### config.mk
export PLATFORM = sky130hd
export DESIGN_NAME = ritm_inventory
export DESIGN_NICKNAME = d
export VERILOG_FILES = /design/src/ritm_buf2.v /design/src/ritm_inventory.v
export VERILOG_INCLUDE_DIRS = /design/src /design/src/shared
export SDC_FILE = /design/constraint.sdc
export NUM_CORES = 1
export LEC_CHECK = 0
export ABC_AREA = 1
export ABC_CLOCK_PERIOD_IN_PS = 6610
export BUFFER_PORTS_ARGS = -buffer_cell sky130_fd_sc_hd__buf_2
export CAP_MARGIN = 5
export CORE_UTILIZATION = 41
export DETAILED_ROUTE_END_ITERATION = 6
export HOLD_SLACK_MARGIN = 0.02
export PLACE_DENSITY = 0.63
export REMOVE_ABC_BUFFERS = 1
export SETUP_SLACK_MARGIN = 0.4
export SKIP_CTS_REPAIR_TIMING = 1
export SLEW_MARGIN = 20
export SYNTH_ARGS = -nofsm -noshare
export SYNTH_HDL_FRONTEND = slang
export SYNTH_SLANG_ARGS = --single-unit
### constraint.sdc
create_clock -name clk -period 6.61 [get_ports clk]
set_input_delay 0.661 -clock clk [delete_from_list [all_inputs] [get_ports clk]]
set_output_delay 0.661 -clock clk [all_outputs]
set_load 0.02 [all_outputs]
### src/shared/ritm_regs.vh
// Constants for the tag-side inventory slot sequencer.
// Assumes a frame decoder upstream and a carrier-derived clock pin.
`ifndef RITM_REGS_VH
`define RITM_REGS_VH

// Request flag bit positions, counted from zero.
`define RITM_FLAG_SLOTS_BIT 5
`define RITM_FLAG_AFI_BIT 4
`define RITM_FLAG_INV_BIT 2

// Command codes that the sequencer tells apart.
`define RITM_CMD_INVENTORY 8'h01
`define RITM_CMD_WRITE 8'h21

// Mask length limits for sixteen slots and for one slot.
`define RITM_MASK_MAX16 8'h3C
`define RITM_MASK_MAX1 8'h40

// Slot geometry for the sixteen-slot case.
`define RITM_SLOT_W16 7'h04
`define RITM_LAST_SLOT16 4'hF

// Response layout: flags, data-format identifier, then the UID bytes.
`define RITM_RESP_FLAGS 8'h00
`define RITM_DSFID 8'h00
`define RITM_RESP_LAST 4'h9

// Delay windows in carrier cycles; the counters tick once per carrier cycle.
`define RITM_T1_MIN 13'h10E0
`define RITM_T1_NOM 13'h1100
`define RITM_T1_MAX 14'h1120
`define RITM_T2_MIN 13'h1060
// Nominal response time of the tag in carrier cycles, plain default.
`define RITM_T_NRT 14'h0400
// Least width of a slot delimiter pulse in carrier cycles, plain default.
`define RITM_EOF_MIN 8'h08

`endif

### src/ritm_buf2.v
// Two-entry buffer with valid and ready on both sides.
// Assumes one clock; the drain side may stall for any number of cycles.
`timescale 1ns/1ns
module ritm_buf2 #(
    parameter W = 9
) (
    input wire clk,
    input wire resetn,
    input wire in_valid,
    input wire [W-1:0] in_data,
    output wire in_ready,
    output reg out_valid,
    output reg [W-1:0] out_data,
    input wire out_ready
);

    reg [1:0] cnt_q;
    reg [W-1:0] tail_q;
    wire push;
    wire pop;

    // The head entry is the output register, so the drain side sees flops only.
    assign in_ready = (cnt_q != 2'h2);
    assign push = in_valid & in_ready;
    assign pop = out_valid & out_ready;

    // Push and pop in one cycle keep the count; with two entries the tail slides into the head, with one the input goes there.
    always @(posedge clk) begin
        if (!resetn) begin
            cnt_q <= 2'h0;
            out_valid <= 1'b0;
            out_data <= {W{1'b0}};
            tail_q <= {W{1'b0}};
        end else begin
            if (push && pop) begin
                if (cnt_q == 2'h1) begin
                    out_data <= in_data;
                end else begin
                    out_data <= tail_q;
                    tail_q <= in_data;
                end
            end else if (pop) begin
                out_data <= tail_q;
                cnt_q <= cnt_q - 2'h1;
                out_valid <= (cnt_q == 2'h2);
            end else if (push) begin
                if (cnt_q == 2'h0) begin
                    out_data <= in_data;
                end else begin
                    tail_q <= in_data;
                end
                cnt_q <= cnt_q + 2'h1;
                out_valid <= 1'b1;
            end
        end
    end

endmodule

### src/ritm_inventory.v
// Tag-side inventory slot sequencer with response and ignore timing.
// Assumes a frame decoder on clk gives request bytes, SOF and EOF pulses,
// and that the carrier clock and modulation detectors arrive as raw pins.
//
// Notes on behaviour
// - Slot flag set gives one slot, width zero; else sixteen slots, width four.
// - Slot index starts at zero per inventory and stays within zero to fifteen.
// - Answer only when low UID bits equal slot bits above the mask bits.
// - With one slot, compare only the significant mask bits, not padding.
// - After each slot wait a delimiter; a SOF abandons inventory, decodes anew.
// - Reader EOF steps the slot below the last one, otherwise ends the sequence.
// - A full pulse of the least width counts as EOF between slots; a shallow one only outside the ignore window.
// - Slot zero starts right after the EOF closing the inventory request.
// - Mask goes LSB first in whole bytes, zero padded, next field byte aligned.
// - Request carries flags, command, mask length, mask bytes and CRC.
// - Wait between least and most delay after EOF before answering or stepping.
// - No upper delay limit for write requests; completion sets the timing.
// - Full modulation during the delay restarts it for a whole new delay.
// - Ignore shallow modulation for most delay plus response time after EOF.
// - Slot delimiters may use shallow or full modulation; full is always accepted, shallow only outside the ignore window.
// - Inventory response carries a zero format identifier then the 64-bit UID.
// - A request failing its CRC gets no answer.
// - A new inventory after an interrupted one restarts slots at zero.
`timescale 1ns/1ns
`include "ritm_regs.vh"
module ritm_inventory #(
    parameter [12:0] T1_CYC = `RITM_T1_NOM,
    parameter [13:0] MIT_CYC = `RITM_T1_MAX + `RITM_T_NRT,
    parameter [7:0] EOF_MIN = `RITM_EOF_MIN
) (
    input wire clk,
    input wire resetn,
    input wire carrier_clk,
    input wire mod_full,
    input wire mod_shallow,
    input wire [63:0] uid,
    input wire rx_sof,
    input wire rx_valid,
    input wire [7:0] rx_data,
    input wire rx_eof,
    input wire rx_crc_ok,
    input wire write_done,
    output wire resp_valid,
    output wire [7:0] resp_data,
    output wire resp_last,
    input wire resp_ready,
    output reg [3:0] slot_index,
    output reg inv_active,
    output reg shallow_ignore,
    output reg reply_go
);

    // Sequencer states; binary codes keep the state register at three bits.
    localparam [2:0] ST_IDLE = 3'h0;
    localparam [2:0] ST_RX = 3'h1;
    localparam [2:0] ST_DELAY = 3'h2;
    localparam [2:0] ST_SEND = 3'h3;
    localparam [2:0] ST_SLOT = 3'h4;
    localparam [2:0] ST_WRWAIT = 3'h5;

    // Ones in the n lowest bit positions; n may reach sixty-four.
    // A shift by sixty-four is out of range, hence the test of the top bit.
    function [63:0] low_mask;
        input [6:0] n;
        begin
            if (n[6]) begin
                low_mask = {64{1'b1}};
            end else begin
                low_mask = (64'h1 << n) - 64'h1;
            end
        end
    endfunction

    // State, pin synchronisers, timers and the captured request fields.
    reg [2:0] st_q;
    reg [2:0] car_q;
    reg [1:0] mf_q;
    reg [1:0] ms_q;
    reg mod_prev_q;
    reg [7:0] pw_q;
    reg [12:0] dly_q;
    reg [13:0] mit_q;
    reg [3:0] cnt_q;
    reg [7:0] flags_q;
    reg [7:0] cmd_q;
    reg [7:0] mlen_q;
    reg [63:0] mask_q;
    reg first_q;
    reg [3:0] bidx_q;

    // Decoded slot geometry, the UID match and the response path.
    wire tick;
    wire mod_act;
    wire slot_eof;
    wire one_slot;
    wire [3:0] last_slot;
    wire [6:0] sn_width;
    wire [6:0] mlen7;
    wire [3:0] slot_nx;
    wire [63:0] key;
    wire match;
    wire inv_ok;
    wire [6:0] ushift;
    wire [63:0] uid_sh;
    reg [7:0] tx_byte;
    wire buf_ready;
    wire buf_push;
    wire [8:0] buf_out;

    // Two flops on every pin; a third flop on the carrier finds its rising edge.
    // The clk must run more than twice the carrier, or carrier edges are missed.
    always @(posedge clk) begin
        if (!resetn) begin
            car_q <= 3'h0;
            mf_q <= 2'h0;
            ms_q <= 2'h0;
        end else begin
            car_q <= {car_q[1:0], carrier_clk};
            mf_q <= {mf_q[0], mod_full};
            ms_q <= {ms_q[0], mod_shallow};
        end
    end

    // One pulse per carrier cycle paces every delay window.
    assign tick = car_q[1] & ~car_q[2];

    // Either depth counts as a delimiter pulse, shallow only outside the ignore window.
    assign mod_act = mf_q[1] | (ms_q[1] & ~shallow_ignore);

    // The delimiter's rising edge is the end of the modulation pulse.
    assign slot_eof = mod_prev_q & ~mod_act & (pw_q >= EOF_MIN);

    // Measure each modulation pulse in carrier cycles, saturating.
    always @(posedge clk) begin
        if (!resetn) begin
            mod_prev_q <= 1'b0;
            pw_q <= 8'h00;
        end else begin
            mod_prev_q <= mod_act;
            if (!mod_act) begin
                pw_q <= 8'h00;
            end else if (tick && pw_q != 8'hFF) begin
                pw_q <= pw_q + 8'h01;
            end
        end
    end

    // Slot geometry follows the slot-count flag of the request.
    assign one_slot = flags_q[`RITM_FLAG_SLOTS_BIT];
    assign last_slot = one_slot ? 4'h0 : `RITM_LAST_SLOT16;
    assign sn_width = one_slot ? 7'h00 : `RITM_SLOT_W16;
    assign mlen7 = mlen_q[6:0];

    // First slot after the request is zero, later ones step by one.
    assign slot_nx = first_q ? 4'h0 : slot_index + 4'h1;

    // Slot bits sit above the significant mask bits; padding is masked off.
    assign key = (mask_q & low_mask(mlen7)) | ({60'h0, slot_nx} << mlen7);
    assign match = ((uid & low_mask(sn_width + mlen7)) == key);

    // The device answers only a well formed inventory within the mask limits.
    assign inv_ok = flags_q[`RITM_FLAG_INV_BIT] & ~flags_q[`RITM_FLAG_AFI_BIT]
        & (cmd_q == `RITM_CMD_INVENTORY)
        & (mlen_q <= (one_slot ? `RITM_MASK_MAX1 : `RITM_MASK_MAX16));

    // Response bytes: flags, format identifier, then the UID LSB byte first.
    assign ushift = {bidx_q - 4'h2, 3'h0};
    assign uid_sh = uid >> ushift;
    always @* begin
        case (bidx_q)
            4'h0: tx_byte = `RITM_RESP_FLAGS;
            4'h1: tx_byte = `RITM_DSFID;
            default: tx_byte = uid_sh[7:0];
        endcase
    end

    // A stalled receiver holds the sender in ST_SEND until the buffer drains.
    // Pushing from a state rather than a pulse means a full buffer loses no byte.
    assign buf_push = (st_q == ST_SEND);

    ritm_buf2 #(
        .W(9)
    ) u_buf (
        .clk(clk),
        .resetn(resetn),
        .in_valid(buf_push),
        .in_data({bidx_q == `RITM_RESP_LAST, tx_byte}),
        .in_ready(buf_ready),
        .out_valid(resp_valid),
        .out_data(buf_out),
        .out_ready(resp_ready)
    );

    assign resp_data = buf_out[7:0];
    assign resp_last = buf_out[8];

    // Shallow modulation ignore window, started by each accepted delimiter.
    // Restarting on every delimiter keeps a late pulse from cutting the window short.
    always @(posedge clk) begin
        if (!resetn) begin
            shallow_ignore <= 1'b0;
            mit_q <= 14'h0000;
        end else if ((st_q == ST_RX && rx_eof && rx_crc_ok) ||
                     (st_q == ST_SLOT && slot_eof)) begin
            shallow_ignore <= 1'b1;
            mit_q <= 14'h0000;
        end else if (shallow_ignore && tick) begin
            if (mit_q >= MIT_CYC - 14'h0001) begin
                shallow_ignore <= 1'b0;
            end
            mit_q <= mit_q + 14'h0001;
        end
    end

    // Main sequencer: receive, delay, answer, and wait for slot delimiters.
    always @(posedge clk) begin
        if (!resetn) begin
            st_q <= ST_IDLE;
            cnt_q <= 4'h0;
            flags_q <= 8'h00;
            cmd_q <= 8'h00;
            mlen_q <= 8'h00;
            mask_q <= 64'h0;
            first_q <= 1'b0;
            bidx_q <= 4'h0;
            dly_q <= 13'h0000;
            slot_index <= 4'h0;
            inv_active <= 1'b0;
            reply_go <= 1'b0;
        end else begin
            reply_go <= 1'b0;
            case (st_q)
                ST_IDLE: begin
                    // Only a frame start leaves idle; stray bytes and delimiters are dropped.
                    if (rx_sof) begin
                        st_q <= ST_RX;
                        cnt_q <= 4'h0;
                        mask_q <= 64'h0;
                    end
                end
                ST_RX: begin
                    // Fields arrive byte by byte; mask bytes fill upward.
                    if (rx_valid) begin
                        if (cnt_q != 4'hF) begin
                            cnt_q <= cnt_q + 4'h1;
                        end
                        case (cnt_q)
                            4'h0: flags_q <= rx_data;
                            4'h1: cmd_q <= rx_data;
                            4'h2: mlen_q <= rx_data;
                            default: begin
                                if (cnt_q < 4'hB &&
                                    {cnt_q - 4'h3, 3'h0} < mlen_q[6:0]) begin
                                    // Whole mask bytes LSB first; CRC bytes skipped.
                                    mask_q[{cnt_q[2:0] - 3'h3, 3'h0} +: 8] <= rx_data;
                                end
                            end
                        endcase
                    end else if (rx_sof) begin
                        cnt_q <= 4'h0;
                        mask_q <= 64'h0;
                    end else if (rx_eof) begin
                        dly_q <= 13'h0000;
                        if (!rx_crc_ok) begin
                            st_q <= ST_IDLE;
                        end else if (flags_q[`RITM_FLAG_INV_BIT]) begin
                            // Any new inventory restarts slot numbering.
                            first_q <= 1'b1;
                            inv_active <= inv_ok;
                            st_q <= inv_ok ? ST_DELAY : ST_IDLE;
                        end else begin
                            first_q <= 1'b0;
                            inv_active <= 1'b0;
                            st_q <= ST_DELAY;
                        end
                    end
                end
                ST_DELAY: begin
                    // The timer counts carrier ticks from the delimiter's rising edge.
                    if (mf_q[1]) begin
                        dly_q <= 13'h0000;
                    end else if (dly_q >= T1_CYC) begin
                        // Fire at the nominal delay, inside the legal window.
                        if (inv_active) begin
                            slot_index <= slot_nx;
                            first_q <= 1'b0;
                            bidx_q <= 4'h0;
                            st_q <= match ? ST_SEND : ST_SLOT;
                        end else if (cmd_q == `RITM_CMD_WRITE) begin
                            st_q <= ST_WRWAIT;
                        end else begin
                            reply_go <= 1'b1;
                            st_q <= ST_IDLE;
                        end
                    end else if (tick) begin
                        dly_q <= dly_q + 13'h0001;
                    end
                end
                ST_SEND: begin
                    // The index advances only when the buffer takes the byte on offer.
                    if (buf_ready) begin
                        bidx_q <= bidx_q + 4'h1;
                        if (bidx_q == `RITM_RESP_LAST) begin
                            st_q <= ST_SLOT;
                        end
                    end
                end
                ST_SLOT: begin
                    // No timer runs here; the reader's guard time paces the delimiters.
                    if (rx_sof) begin
                        // A new frame ends the inventory and is decoded afresh.
                        inv_active <= 1'b0;
                        cnt_q <= 4'h0;
                        mask_q <= 64'h0;
                        st_q <= ST_RX;
                    end else if (slot_eof) begin
                        dly_q <= 13'h0000;
                        if (slot_index < last_slot) begin
                            st_q <= ST_DELAY;
                        end else begin
                            inv_active <= 1'b0;
                            st_q <= ST_IDLE;
                        end
                    end
                end
                ST_WRWAIT: begin
                    // Write completion, not the most delay, releases the reply.
                    if (write_done) begin
                        reply_go <= 1'b1;
                        st_q <= ST_IDLE;
                    end
                end
                default: begin
                    st_q <= ST_IDLE;
                end
            endcase
        end
    end

endmodule

==> metrics.yaml <==
logic_synthesis:
  synthTopCellsByArea: "nand2_1, dfxtp_1, nor2_1"
  ys_warn_count: 0
  async_reset_ff_frac: 0
  synth_edf_count: 0
  ys_types: 56
  seq_area_frac_synth: 0.1976
  syn_area_um2: 16810
  ys_seq_elements: 166
  synth_area_per_cell_um2: 5.442
  synth_top_cell_area_share: 0.2125
  yosysTopAreaCell: "nand2_1"
  synth_top_flop_cell: "dfxtp_1"
  synth_cells: 3090
route:
  top_layer: "met4"
  wl_per_cell_um: 23.41
  dr_wl_met2_um: 35410
  wl_met3_um: 11950
  drt_drc_violations_left: 9
  via_per_inst: 5.949
  via_count: 21870
  antenna_left: 0
  drt_iter0_markers: 2941
  drt-met1-wl_um: 34870
  drt_wl_total_um: 86060
  dr.pass1.iters: 7
floorplanning:
  start_util: 0.4194
  io_pins: 100
  core_um2: 40100
  dieArea_um2: 41830
  die_w_um: 204.5
  die_y_um: 204.5
  core.rowCount: 73
cts:
  insertion_delay_ns: 0.44
  cts_root_buf: "clkbuf_16"
  cts_tree: "built"
  numCtsBuffers: 17
  htree_num_levels: 4
  clockBufferDepth: 2
  cts_sinks: 166
  clk_pin_slew_worst_paths_ns: 0.06
sta:
  hold_ws_ns: 0.4047
  finClkSkew_ns: 0.008217
  post-route-period-util: 0.8211
  fmax_mhz: 184.2
  fin_crit_ns: 5.428
  rsz0062_at_grt: "no"
  worst_slack_ns: 1.182
  setup_tns_ns: 0
  final_max_slew_viol_count: 0
  slew_headroom: 0.2758
  hold_viol: 0
  tightest_slew_ns: 1.079
  setup_violations: 0
worst_setup_path:
  ff2ff_path_depth: 28
  crit_required_ns: 6.97
  arrival_ns: 5.79
  path_delay_family: "simple AND/OR/NAND/NOR gates"
  cp-start-kind: "register"
  crit_path_end_kind: "register"
  r2r-end: "st_q[1]$_SDFFE_PN0P_"
  cp_max_fo: 27
  r2r_start: "mlen_q[2]$_SDFFE_PN0P_"
  crit_top_cell: "nand2_1"
  max_stage_delay_ns: 0.64
  crit_slowest_cell: "nor2_4"
  rrSetupSlack_ns: 1.18
  critical_path_buf_inv_count: 4
  worstSetupPathType: "register to register"
worst_hold_path:
  hold_path_class: "primary input to register"
  min_from: "mod_full"
  min_path_cells: 3
  whs_endpoint: "mf_q[0]$_SDFF_PN0_"
layout:
  num_antenna_cells: 0
  final_common_cell: "nand2_1"
  nets: 3263
  postLayoutCellArea_um2: 18260
  fill_cells: 4441
  final_cell_mix: "nand2_1, nor2_1, nand3_1"
  drive_above_1_share: 0.08696
  syn_to_final_growth_pct: 8.617
outcome:
  status: "complete, but fails checks"
  violations: "DRC"
global_routing:
  grt_max_degree: 79
  antenna_found_initial: 0
  grt_pass1_wl_um: 124000
  grt_pass1_vias: 19550
  grt_usage: 0.4022
  overflow: 0
place:
  placed_area_um2: 17670
  pre_cts_slack_ns: 1.379
  dpl.hpwl_um: 70850
  gp_congestion: 1.127
  io_buffer_count: 99
pwr:
  p_total_mw: 3.299
  p_per_area_nw_per_um2: 180.6
  p_leak_nw: 9.292
  ir_worst_vdd_mv: 0.2272
job:
  cap_violations: 0
-- sequential cells by signal, indices dropped and copies added, names as in the netlist, 8 cells and up --
register	cells
dly_q	13
mit_q	14
pw_q	8
u_buf.out_data	9
u_buf.tail_q	9
mask_q	64
mlen_q	8
cmd_q	8
-- power breakdown --
part | switching (mW) | leakage [nW] | internal, mW
Combinational | 0.887 | 7.67 | 0.330
Clock | 0.417 | 0.282 | 0.584
Sequential | 0.0433 | 1.34 | 1.04
-- worst reg2reg max path: cells and delay by family (launching register included) --
kind,cells,cell delay (ns)
and+or+nand+nor,20,3.23
buffers and inverters,4,0.89
adders and majority gates,2,0.63
AOI/OAI and AO/OA,2,0.32
DFF,1,0.31
-- synthesized netlist by cell type (9+ instances only) --
cell,count
a21oi_1,175
a31oi_1,10
buf_2,19
buf_6,13
clkbuf_1,54
clkinv_1,9
dfxtp_1,166
ha_1,42
inv_1,283
inv_2,23
nand2_1,952
nand2_2,11
nand3_1,312
nand3b_1,19
nand4_1,87
nor2_1,491
nor2_2,36
nor3_1,60
o211ai_1,14
o21ai_0,140
o21ai_1,35
o221ai_1,12
or2_2,10
xor2_1,10
-- through the flow --
| step | utilization | std cells |
|---|---|---|
| floorplan | - | 2991 |
| global placement | 0.4406 | 3644 |
| detailed placement | 0.4407 | 3644 |
| CTS | 0.4553 | 3676 |
| global route | 0.4555 | 3676 |
| finish | 0.4555 | 3676 |
-- layout make-up --
type / instances / area [um2] / area share
Multi-Input combinational cell: 2510 / 11800 / 0.6462
Clock buffer: 24 / 471.7 / 0.02583
Timing Repair Buffer: 128 / 713.2 / 0.03905
Inverter: 315 / 1182 / 0.06474
Tap cell: 525 / 656.9 / 0.03597
Clock inverter: 8 / 113.9 / 0.006234
Sequential cell: 166 / 3323 / 0.1820
-- layer usage --
layer	global-route usage	vias up
met5	0	-
met4	0.1594	0
met3	0.1285	206
met2	0.5907	1392
met1	0.5401	10070
li1	-	10200
-- how the worst max path moves through the flow --
| stage | startpoint | end | slack [ns] | cells after the start |
|---|---|---|---|---|
| after global routing | mlen_q[2]$_SDFFE_PN0P_ | st_q[1]$_SDFFE_PN0P_ | 0.83 | 28 |
| after CTS | mlen_q[2]$_SDFFE_PN0P_ | st_q[1]$_SDFFE_PN0P_ | 1.36 | 28 |
| after global placement | mlen_q[2]$_SDFFE_PN0P_ | st_q[1]$_SDFFE_PN0P_ | 1.35 | 28 |
| final | mlen_q[2]$_SDFFE_PN0P_ | st_q[1]$_SDFFE_PN0P_ | 1.18 | 28 |
| after floorplan | mlen_q[2]$_SDFFE_PN0P_ | st_q[2]$_SDFFE_PN0P_ | 2.20 | 26 |
| after detailed placement | mlen_q[2]$_SDFFE_PN0P_ | st_q[1]$_SDFFE_PN0P_ | 1.38 | 28 |
-- cells by family (layout without fill, tap and decap cells) --
logic type	count (synthesis)	in the layout	share of synthesized area
DFF	166	166	0.1976
AOI/OAI and AO/OA	429	429	0.1407
buffers and inverters	414	475	0.1014
and+or+nand+nor	2025	2025	0.5217
xor gates and xnor gates	14	14	0.007292
adders and majority gates	42	42	0.03125
Power figures use the tool's default switching activity.
